File: src/hw/sdct_pkg.sv
// sdct_pkg: constants and types of the sdram command timing block
// assumes a 250 MHz system clock and an apb register bus
`default_nettype none
package sdct_pkg;
   localparam int CLK_MHZ        = 250;
   localparam int MEMCLK_MAX_MHZ = 104;
   localparam int MEMCLK_MIN_MHZ = 26;
   // clk cycles per memory clock half period, rounded up to stay at or below max
   localparam int HALF_CLKS = (CLK_MHZ + 2 * MEMCLK_MAX_MHZ - 1) / (2 * MEMCLK_MAX_MHZ);
   localparam logic [7:0] HALF_LAST = 8'(HALF_CLKS - 1);
   localparam int SDCLK_MIN_MHZ = MEMCLK_MIN_MHZ / 2;

   localparam int DATA_W     = 32;
   localparam int ROW_W      = 13;
   localparam int COL_W      = 9;
   localparam int FIFO_DEPTH = 4;
   localparam int BURST_LEN  = 4;
   localparam logic [1:0] BEAT_LAST = 2'h3;
   localparam int PRE_ALL_BIT = 10;

   localparam logic [7:0] REG_CFG  = 8'h00;
   localparam logic [7:0] REG_REF  = 8'h04;
   localparam logic [7:0] REG_CMD  = 8'h08;
   localparam logic [7:0] REG_WDAT = 8'h0C;
   localparam logic [7:0] REG_STAT = 8'h10;
   localparam logic [7:0] REG_RD0  = 8'h14;
   localparam logic [7:0] REG_RD1  = 8'h18;
   localparam logic [7:0] REG_RD2  = 8'h1C;
   localparam logic [7:0] REG_RD3  = 8'h20;

   localparam logic [1:0] CFG_RST = 2'h3;
   localparam logic [1:0] REF_RST = 2'h0;
   localparam int CMD_WR_BIT   = 0;
   localparam int CMD_SRAM_BIT = 1;
   localparam int CMD_ROW_LSB  = 2;
   localparam int CMD_COL_LSB  = 15;

   localparam logic [3:0] TWR          = 4'h2;
   localparam logic [3:0] CAS_GAP      = 4'h2;
   localparam logic [3:0] SRAM_RD_CLKS = 4'h9;
   localparam logic [3:0] SRAM_WR_CLKS = 4'h7;
   localparam logic [3:0] SAT          = 4'hF;

   // per timing category: rcd, rp, cas latency, ras, rc
   localparam logic [3:0] TRCD [4] = '{4'h1, 4'h2, 4'h3, 4'h3};
   localparam logic [3:0] TRP  [4] = '{4'h2, 4'h2, 4'h3, 4'h3};
   localparam logic [3:0] TCL  [4] = '{4'h2, 4'h2, 4'h3, 4'h3};
   localparam logic [3:0] TRAS [4] = '{4'h3, 4'h5, 4'h6, 4'h7};
   localparam logic [3:0] TRC  [4] = '{4'h4, 4'h7, 4'h9, 4'hB};

   typedef struct packed {
      logic cs_n;
      logic ras_n;
      logic cas_n;
      logic we_n;
   } sdct_cmd_s;

   localparam sdct_cmd_s CMD_NOP = 4'hF;
   localparam sdct_cmd_s CMD_ACT = 4'h3;
   localparam sdct_cmd_s CMD_RD  = 4'h5;
   localparam sdct_cmd_s CMD_WR  = 4'h4;
   localparam sdct_cmd_s CMD_PRE = 4'h2;

   typedef struct packed {
      logic [ROW_W-1:0] row;
      logic [COL_W-1:0] col;
      logic             sram;
      logic             wr;
   } sdct_req_s;

   typedef enum logic [8:0] {
      ST_IDLE = 9'h001,
      ST_RCD  = 9'h002,
      ST_WBST = 9'h004,
      ST_WREC = 9'h008,
      ST_RLAT = 9'h010,
      ST_RBST = 9'h020,
      ST_PREW = 9'h040,
      ST_RP   = 9'h080,
      ST_SRAM = 9'h100
   } sdct_state_e;
endpackage
`default_nettype wire

File: src/hw/sdct_cmd_timing.sv
// sdct_cmd_timing: sdram command sequencer with apb registers
// assumes an apb master on clk and sdram clocked by sdram_clk_a/b
//
// Chosen here: the APB register port and the placing of the registers.
`default_nettype none
module sdct_cmd_timing (
   input  wire logic                         clk,
   input  wire logic                         resetn,
   input  wire logic                         psel,
   input  wire logic                         penable,
   input  wire logic                         pwrite,
   input  wire logic [7:0]                   paddr,
   input  wire logic [sdct_pkg::DATA_W-1:0]  pwdata,
   output logic                              pready,
   output logic [sdct_pkg::DATA_W-1:0]       prdata,
   output logic                              pslverr,
   output logic                              sdram_clk_a,
   output logic                              sdram_clk_b,
   output logic                              sdram_select_n,
   output logic                              row_strobe_n,
   output logic                              col_strobe_n,
   output logic                              write_enable_n,
   output logic [sdct_pkg::ROW_W-1:0]        mem_addr_bus,
   input  wire logic [sdct_pkg::DATA_W-1:0]  mem_data_bus_i,
   output logic [sdct_pkg::DATA_W-1:0]       mem_data_bus_o,
   output logic                              mem_data_bus_oe_n
);
   import sdct_pkg::*;

   logic [1:0]        timingCat_r;
   logic              clkADiv2_r;
   logic              clkBDiv2_r;
   sdct_req_s         req_r;
   logic              reqPend_r;
   logic [DATA_W-1:0] rdBuf_r [BURST_LEN];
   logic [DATA_W-1:0] sramMem_r [BURST_LEN];
   logic [7:0]        hcnt_r;
   logic [1:0]        ph_r;
   logic [1:0]        phNxt;
   logic              clkANxt;
   logic              halfEn;
   logic              tick;
   sdct_state_e       state_r;
   sdct_cmd_s         cmd_r;
   logic [3:0]        wait_r;
   logic [3:0]        sinceAct_r;
   logic [3:0]        sincePre_r;
   logic [3:0]        sinceCol_r;
   logic [3:0]        sinceWr_r;
   logic [1:0]        beat_r;
   logic [3:0]        sramCnt_r;
   logic [3:0]        tRcd;
   logic [3:0]        tRp;
   logic [3:0]        tCl;
   logic [3:0]        tRas;
   logic [3:0]        tRc;
   logic              busy;
   logic              dataOk;
   logic              actGo;
   logic              sramGo;
   logic              colGo;
   logic              preGo;
   logic              capEn;
   logic              lastWr;
   logic              access;
   logic              stall;
   logic              fInValid;
   logic              fInReady;
   logic              fOutValid;
   logic              fOutReady;
   logic [DATA_W-1:0] fOutData;

   assign sdram_select_n = cmd_r.cs_n;
   assign row_strobe_n   = cmd_r.ras_n;
   assign col_strobe_n   = cmd_r.cas_n;
   assign write_enable_n = cmd_r.we_n;

   sdct_fifo #(
      .W (DATA_W),
      .D (FIFO_DEPTH)
   ) wrFifo (
      .clk      (clk),
      .resetn   (resetn),
      .inValid  (fInValid),
      .inReady  (fInReady),
      .inData   (pwdata),
      .outValid (fOutValid),
      .outReady (fOutReady),
      .outData  (fOutData)
   );

   // sdram clock generation and the command tick at clock a rise
   always_comb
   begin
      halfEn  = (hcnt_r == HALF_LAST);
      phNxt   = ph_r + 2'h1;
      clkANxt = clkADiv2_r ? phNxt[1] : phNxt[0];
      tick    = halfEn && clkANxt && !sdram_clk_a;
   end

   always_ff @(posedge clk or negedge resetn)
   begin
      if (!resetn)
      begin
         hcnt_r      <= 8'h00;
         ph_r        <= 2'h0;
         sdram_clk_a <= 1'b0;
         sdram_clk_b <= 1'b0;
      end
      else
      begin
         hcnt_r <= halfEn ? 8'h00 : hcnt_r + 8'h01;
         if (halfEn)
         begin
            ph_r        <= phNxt;
            sdram_clk_a <= clkANxt;
            sdram_clk_b <= clkBDiv2_r ? phNxt[1] : phNxt[0];
         end
      end
   end

   // timing figures of the selected category
   always_comb
   begin
      tRcd   = TRCD[timingCat_r];
      tRp    = TRP[timingCat_r];
      tCl    = TCL[timingCat_r];
      tRas   = TRAS[timingCat_r];
      tRc    = TRC[timingCat_r];
      busy   = reqPend_r || (state_r != ST_IDLE);
      dataOk = !req_r.wr || !fInReady;
      sramGo = (state_r == ST_IDLE) && reqPend_r && req_r.sram && dataOk;
      actGo  = (state_r == ST_IDLE) && tick && reqPend_r && !req_r.sram && dataOk
               && (sinceAct_r >= tRc) && (sincePre_r >= tRp);
      colGo  = (state_r == ST_RCD) && tick && (wait_r == 4'h0);
      preGo  = tick && (((state_r == ST_WREC) && (wait_r == 4'h0))
               || ((state_r == ST_PREW) && (sinceAct_r >= tRas)));
      capEn  = tick && (((state_r == ST_RLAT) && (wait_r == 4'h0)) || (state_r == ST_RBST));
      lastWr = tick && (state_r == ST_WBST) && (beat_r == BEAT_LAST - 2'h1);
      fOutReady = (tick && ((colGo && req_r.wr) || (state_r == ST_WBST)))
                  || ((state_r == ST_SRAM) && req_r.wr && (sramCnt_r < 4'(BURST_LEN)));
   end

   // apb slave: one wait state, write data stalls while the fifo is full
   always_comb
   begin
      access   = psel && penable && !pready;
      stall    = pwrite && (paddr == REG_WDAT) && !fInReady;
      fInValid = access && pwrite && (paddr == REG_WDAT);
   end

   always_ff @(posedge clk or negedge resetn)
   begin
      if (!resetn)
      begin
         pready  <= 1'b0;
         pslverr <= 1'b0;
         prdata  <= '0;
      end
      else
      begin
         pready  <= access && !stall;
         pslverr <= 1'b0;
         prdata  <= '0;
         if (access && !stall)
         begin
            case (paddr)
               REG_CFG:  prdata <= {30'h0, timingCat_r};
               REG_REF:  prdata <= {30'h0, clkBDiv2_r, clkADiv2_r};
               REG_CMD:  pslverr <= pwrite && busy;
               REG_WDAT: prdata <= '0;
               REG_STAT: prdata <= {29'h0, fOutValid, !fInReady, busy};
               REG_RD0:  prdata <= rdBuf_r[0];
               REG_RD1:  prdata <= rdBuf_r[1];
               REG_RD2:  prdata <= rdBuf_r[2];
               REG_RD3:  prdata <= rdBuf_r[3];
               default:  pslverr <= 1'b1;
            endcase
         end
      end
   end

   // software control: category, clock dividers, request
   always_ff @(posedge clk or negedge resetn)
   begin
      if (!resetn)
      begin
         timingCat_r <= CFG_RST;
         clkADiv2_r  <= REF_RST[0];
         clkBDiv2_r  <= REF_RST[1];
         req_r       <= '0;
         reqPend_r   <= 1'b0;
      end
      else
      begin
         if (access && pwrite && (paddr == REG_CFG))
         begin
            timingCat_r <= pwdata[1:0];
         end
         if (access && pwrite && (paddr == REG_REF))
         begin
            clkADiv2_r <= pwdata[0];
            clkBDiv2_r <= pwdata[1];
         end
         if (access && pwrite && (paddr == REG_CMD) && !busy)
         begin
            req_r.wr   <= pwdata[CMD_WR_BIT];
            req_r.sram <= pwdata[CMD_SRAM_BIT];
            req_r.row  <= pwdata[CMD_ROW_LSB +: ROW_W];
            req_r.col  <= pwdata[CMD_COL_LSB +: COL_W];
            reqPend_r  <= 1'b1;
         end
         else if (actGo || sramGo)
         begin
            reqPend_r <= 1'b0;
         end
      end
   end

   // elapsed sdram clocks since activate, precharge, column command and last write beat
   always_ff @(posedge clk or negedge resetn)
   begin
      if (!resetn)
      begin
         sinceAct_r <= SAT;
         sincePre_r <= SAT;
         sinceCol_r <= SAT;
         sinceWr_r  <= SAT;
      end
      else if (tick)
      begin
         sinceAct_r <= actGo ? 4'h1 : (sinceAct_r == SAT) ? SAT : sinceAct_r + 4'h1;
         sincePre_r <= preGo ? 4'h1 : (sincePre_r == SAT) ? SAT : sincePre_r + 4'h1;
         sinceCol_r <= colGo ? 4'h1 : (sinceCol_r == SAT) ? SAT : sinceCol_r + 4'h1;
         sinceWr_r  <= lastWr ? 4'h1 : (sinceWr_r == SAT) ? SAT : sinceWr_r + 4'h1;
      end
   end

   // command sequencer; pins change only at the clock a rise
   always_ff @(posedge clk or negedge resetn)
   begin
      if (!resetn)
      begin
         state_r           <= ST_IDLE;
         cmd_r             <= CMD_NOP;
         wait_r            <= 4'h0;
         beat_r            <= 2'h0;
         sramCnt_r         <= 4'h0;
         mem_addr_bus      <= '0;
         mem_data_bus_o    <= '0;
         mem_data_bus_oe_n <= 1'b1;
      end
      else
      begin
         if (tick)
         begin
            cmd_r <= CMD_NOP;
         end
         if (capEn)
         begin
            rdBuf_r[beat_r] <= mem_data_bus_i;
         end
         case (state_r)
            ST_IDLE:
            begin
               if (sramGo)
               begin
                  sramCnt_r <= 4'h0;
                  state_r   <= ST_SRAM;
               end
               else if (actGo)
               begin
                  cmd_r        <= CMD_ACT;
                  mem_addr_bus <= req_r.row;
                  wait_r       <= tRcd - 4'h1;
                  state_r      <= ST_RCD;
               end
            end
            ST_RCD:
            begin
               if (colGo)
               begin
                  cmd_r        <= req_r.wr ? CMD_WR : CMD_RD;
                  mem_addr_bus <= {{(ROW_W - COL_W){1'b0}}, req_r.col};
                  beat_r       <= 2'h0;
                  if (req_r.wr)
                  begin
                     mem_data_bus_o    <= fOutData;
                     mem_data_bus_oe_n <= 1'b0;
                     state_r           <= ST_WBST;
                  end
                  else
                  begin
                     wait_r  <= tCl - 4'h1;
                     state_r <= ST_RLAT;
                  end
               end
               else if (tick)
               begin
                  wait_r <= wait_r - 4'h1;
               end
            end
            ST_WBST:
            begin
               if (tick)
               begin
                  beat_r         <= beat_r + 2'h1;
                  mem_data_bus_o <= fOutData;
                  if (lastWr)
                  begin
                     wait_r  <= TWR - 4'h1;
                     state_r <= ST_WREC;
                  end
               end
            end
            ST_WREC:
            begin
               if (tick)
               begin
                  mem_data_bus_oe_n <= 1'b1;
                  wait_r            <= wait_r - 4'h1;
               end
            end
            ST_RLAT:
            begin
               if (capEn)
               begin
                  beat_r  <= 2'h1;
                  state_r <= ST_RBST;
               end
               else if (tick)
               begin
                  wait_r <= wait_r - 4'h1;
               end
            end
            ST_RBST:
            begin
               if (tick)
               begin
                  beat_r <= beat_r + 2'h1;
                  if (beat_r == BEAT_LAST)
                  begin
                     state_r <= ST_PREW;
                  end
               end
            end
            ST_PREW:
            begin
            end
            ST_RP:
            begin
               if (tick)
               begin
                  wait_r <= wait_r - 4'h1;
                  if (wait_r == 4'h0)
                  begin
                     state_r <= ST_IDLE;
                  end
               end
            end
            ST_SRAM:
            begin
               sramCnt_r <= sramCnt_r + 4'h1;
               if (fOutReady)
               begin
                  sramMem_r[sramCnt_r[1:0]] <= fOutData;
               end
               if (sramCnt_r == (req_r.wr ? SRAM_WR_CLKS : SRAM_RD_CLKS) - 4'h1)
               begin
                  state_r <= ST_IDLE;
                  if (!req_r.wr)
                  begin
                     rdBuf_r <= sramMem_r;
                  end
               end
            end
            default:
            begin
               state_r <= ST_IDLE;
            end
         endcase
         if (preGo)
         begin
            cmd_r        <= CMD_PRE;
            mem_addr_bus <= ROW_W'(1 << PRE_ALL_BIT);
            wait_r       <= tRp - 4'h2;
            state_r      <= ST_RP;
         end
      end
   end
endmodule
`default_nettype wire

File: src/hw/sdct_fifo.sv
// sdct_fifo: small valid/ready fifo for write data
// assumes one clock, asynchronous active-low reset
`default_nettype none
module sdct_fifo #(
   parameter int W = 32,
   parameter int D = 4
) (
   input  wire logic         clk,
   input  wire logic         resetn,
   input  wire logic         inValid,
   output logic              inReady,
   input  wire logic [W-1:0] inData,
   output logic              outValid,
   input  wire logic         outReady,
   output logic [W-1:0]      outData
);
   localparam int AW = $clog2(D);
   localparam logic [AW:0] FULL = (AW + 1)'(D);
   localparam logic [AW-1:0] PLAST = AW'(D - 1);

   logic [W-1:0]  mem_r [D];
   logic [AW-1:0] wp_r;
   logic [AW-1:0] rp_r;
   logic [AW:0]   cnt_r;
   logic          push;
   logic          pop;

   assign inReady  = (cnt_r != FULL);
   assign outValid = (cnt_r != '0);
   assign outData  = mem_r[rp_r];
   assign push     = inValid && inReady;
   assign pop      = outValid && outReady;

   always_ff @(posedge clk)
   begin
      if (push)
      begin
         mem_r[wp_r] <= inData;
      end
   end

   always_ff @(posedge clk or negedge resetn)
   begin
      if (!resetn)
      begin
         wp_r  <= '0;
         rp_r  <= '0;
         cnt_r <= '0;
      end
      else
      begin
         if (push)
         begin
            wp_r <= (wp_r == PLAST) ? '0 : wp_r + 1'b1;
         end
         if (pop)
         begin
            rp_r <= (rp_r == PLAST) ? '0 : rp_r + 1'b1;
         end
         if (push && !pop)
         begin
            cnt_r <= cnt_r + 1'b1;
         end
         else if (pop && !push)
         begin
            cnt_r <= cnt_r - 1'b1;
         end
      end
   end
endmodule
`default_nettype wire

File: config.mk
export PLATFORM = sky130hd
export DESIGN_NAME = sdct_cmd_timing
export DESIGN_NICKNAME = d
export VERILOG_FILES = /design/src/hw/sdct_pkg.sv /design/src/hw/sdct_cmd_timing.sv /design/src/hw/sdct_fifo.sv
export SDC_FILE = /design/constraint.sdc
export NUM_CORES = 1
export LEC_CHECK = 0
export BUFFER_PORTS_ARGS = -buffer_cell sky130_fd_sc_hd__buf_2
export CAP_MARGIN = 20
export CORE_MARGIN = 3
export CORE_UTILIZATION = 50
export CTS_CLUSTER_DIAMETER = 40
export DETAILED_ROUTE_END_ITERATION = 7
export PLACE_DENSITY = 0.75
export SYNTH_ARGS = -nofsm -noshare
export SYNTH_HDL_FRONTEND = slang
export SYNTH_SLANG_ARGS = --single-unit
export TNS_END_PERCENT = 5
File: constraint.sdc
create_clock -name clk -period 3.1 [get_ports clk]
set_input_delay 0.155 -clock clk [delete_from_list [all_inputs] [get_ports clk]]
set_output_delay 0.155 -clock clk [all_outputs]
set_load 0.03 [all_outputs]
==> results.ini <==
[status]
outcome=complete, no violations

[power]
cellPowerDensity_nw_per_um2=625
power.static_leakage_nw=10.6
vdd_drop_max_uv=413

[floorplan]
die_h_um=220
die_area_um2=48500
initial_utilization_pct=51.3
placeableCoreArea_um2=44800
placement_rows=77
pin_count=163
die_w_um=220

[worst_setup_path]
worst_path_dominant_cell_family=compound AO/OA/AOI/OAI gates
cp_cell_sequence=inv_1 > nor2_1 > ha_1 > o21ai_0 > o21a_1 > o22a_1 > nor2_4 > o211ai_2 > mux2_1
cp_data_required_time_ns=3.57
worst-setup-path-type=flop to flop
setup.worst_path.start_class=flop
crit_path_max_incr_delay_ns=0.58
critical_path.max_fanout=9
critical_path.endpoint_type=flop
critPathSlowestCell=sky130_fd_sc_hd__dfstp_2
crit_arrival_ns=3.30
critical_path_buf_inv_count=1

[timing]
fin_worst_skew_ns=0.0243
worstMarginPinSlew_ns=1.04
post-route-period-util_pct=91.2
period_needed_ns=2.83
setup_violations=0
timing.final.max_slew_violations=0
finalHoldViolCount=0
setup_repair_after_global_routing_missed_its_margin=false
slew_headroom_pct=30.4
max_clock_freq_mhz=354
totalNegativeSetupSlack_ns=0

[yosys]
sequential_fraction_of_the_synthesis_area_pct=67.6
synth_top_cell_area_share_pct=50.2
muxShareOfSynthArea_pct=12.3
syn_avg_cell_area_um2=14.5
post_synth_fa_ha_maj_area_fraction_pct=1.61
syn-instance-count=1582
simple_gate_share_of_the_synthesized_area_pct=6.94
netlist-cell-type-count=72
synth_enable_flop_cells=384
synth_largest_area_cell=sky130_fd_sc_hd__edfxtp_1
synthArstFlopShare_pct=29.3
ys_top_cells_by_area=sky130_fd_sc_hd__edfxtp_1 (50%), sky130_fd_sc_hd__dfrtp_1 (16%), sky130_fd_sc_hd__mux2i_1 (5.8%), sky130_fd_sc_hd__a21oi_1 (3.8%), sky130_fd_sc_hd__mux4_2 (3.1%)
synth_top_family_by_area=multiplexers
mapped_nets=1688
postSynth.topFlopCell=sky130_fd_sc_hd__edfxtp_1
synth_warnings=0
synth_seq_cells=543
synth_xor_area_share_pct=0.572
complex_gate_fraction_of_the_synthesized_area_pct=8.61
synthesis.area_um2=23000

[clock_tree]
ctsHoldBuffers=66
clkTransAtPathRegs_ns=0.06
cts.repair.resized=0
cts_post_setup_buffers_inserted=0
root_buffer=sky130_fd_sc_hd__clkbuf_16
tritoncts.num_buffers=72
clk_path_buf_depth=3
insertion_delay_ns=0.60
tritoncts_clock_tree=built
numClockSinks=543
htree_levels=3

[detailed_routing]
drt_drc_violations_left=0
detail_route.first_pass.iterations=5
via_count=14227
final_antenna_net_count=0
first_iter_violations=1184
wl_um=54500
route.detailed.vias_per_inst=5.71
routed_length_per_instance_um=21.9

[global_routing]
globalRouteTotalUtil_pct=22.7
grt_first_pass_wirelength_um=84000
pin_count_of_the_biggest_net_entering_global_routing=257
antenna_violations_before_repair=5
grt-ovfl-total=0
grt_pass1_vias=14719

[cells_and_area]
post_layout_nonfiller_instances=2493
mostFrequentLayoutCells=sky130_fd_sc_hd__edfxtp_1 (384), sky130_fd_sc_hd__a21oi_1 (175), sky130_fd_sc_hd__nor2_1 (170)
num-nets-final=1945
final_layout_size_suffix_gt1_share_pct=23.0
area.growth.synth_to_final_pct=20.5
mostFrequentLayoutCell=sky130_fd_sc_hd__edfxtp_1
fill_cells=3323

[min_path]
hold_class=primary input to flop

[place]
portBuffers=162
place_inst=2291
last_weighted_congestion_value_of_the_routability_driven_placer=0.883
hpwl_um=33600

[run]
max_cap_viol_count=0

==> cell families after synthesis <==
logic type,Yosys count
AND/OR/NAND/NOR,331
XOR/XNOR,15
multiplexers,232
adder cells (fa/ha/maj),29
flip-flops,543
buffers and inverters,113
AO/OA/AOI/OAI,319
==> tightest hold or removal path: cells and delay by family <==
kind,cells,cell delay (ns)
buffers and inverters,1,0.13
multiplexers,1,0.08
AO/OA/AOI/OAI,1,0.14
==> cell usage after synthesis, drive strengths merged, types with 2 or more instances <==
master,number
edfxtp,384
a21oi,176
nor2,176
dfrtp,143
mux2i,132
mux2,68
a22oi,62
clkbuf,61
nand2,47
mux4,32
o21ai,32
buf,29
ha,28
inv,23
nand3,22
dfstp,16
and2,15
and3,10
nor2b,10
nor3,9
xnor2,9
nand2b,8
nand4,8
nand4b,7
a31oi,6
xor2,6
a221o,5
nor4,5
a211oi,4
a221oi,4
a21o,3
a22o,3
a41oi,3
and4,3
and4b,3
o211ai,3
o21a,3
or2,3
nor3b,2
nor4b,2
o211a,2
o22a,2
o31ai,2
==> metrics by stage <==
step | cell area (um^2) | setup slack, ns | power [mW] | util, % | hold WS, ns
after global placement | 24600 | 0.362 | 9.01 | 54.8 | 0.106
after CTS | 27700 | 0.314 | 17.4 | 61.8 | 0.00329
after global routing | 27700 | 0.0367 | 17.9 | 61.8 | 0.0429
after detailed placement | 24600 | 0.351 | 9.06 | 54.8 | 0.114
after floorplan | 23000 | 0.0367 | 8.70 | - | -0.141
final | 27700 | 0.272 | 17.3 | 61.8 | 0.0352
==> area by class of cell <==
| cell class | instances | area, um^2 | share of cell area, % |
|---|---|---|---|
| Sequential cell | 543 | 15500 | 56.1 |
| Multi-Input combinational cell | 926 | 6910 | 25.0 |
| Clock buffer | 89 | 1960 | 7.08 |
| Timing Repair Buffer | 273 | 1960 | 7.07 |
| Tap cell | 592 | 741 | 2.68 |
| Clock inverter | 44 | 480 | 1.74 |
| Inverter | 23 | 86.3 | 0.312 |
| Antenna cell | 3 | 7.51 | 0.0271 |
==> state kept, by name, indices dropped and copies added (netlist names), 9 cells and up <==
name            count
prdata             32
wrFifo.mem_r      128
req_r              24
mem_addr_bus       13
state_r             9
sramMem_r         128
rdBuf_r           128
mem_data_bus_o     32
==> report_power, final <==
part           leakage (nW)  switching [mW]  internal [mW]
Clock                  1.18            3.22           5.08
Combinational          3.70           0.500          0.364
Sequential             5.69           0.147           7.99
==> routing by layer <==
layer  track usage, %  share of wire (%)  up-vias  wire length [um]
met1             29.8                 41     7112             22600
met3             4.67                6.8       92              3730
li1                 -                  -     6531                 -
met4             8.05                2.6        0              1400
met5                0                  0        -                 0
met2             37.8                 49      492             26800
==> final timing paths <==
kind / start / to / slack, ns / depth (start not counted)
max: timingCat_r[0] / state_r[6] / 0.27 / 9
min in group asynchronous: resetn / prdata[3] / 0.09 / 2
max reg2reg: timingCat_r[0] / state_r[6] / 0.27 / 9
min: mem_data_bus_i[31] / rdBuf_r[31] / 0.04 / 3
min reg2reg: write_enable_n / write_enable_n / 0.45 / 2
max in group asynchronous: resetn / sincePre_r[0] / 1.49 / 4
Power figures use the tool's default switching activity.
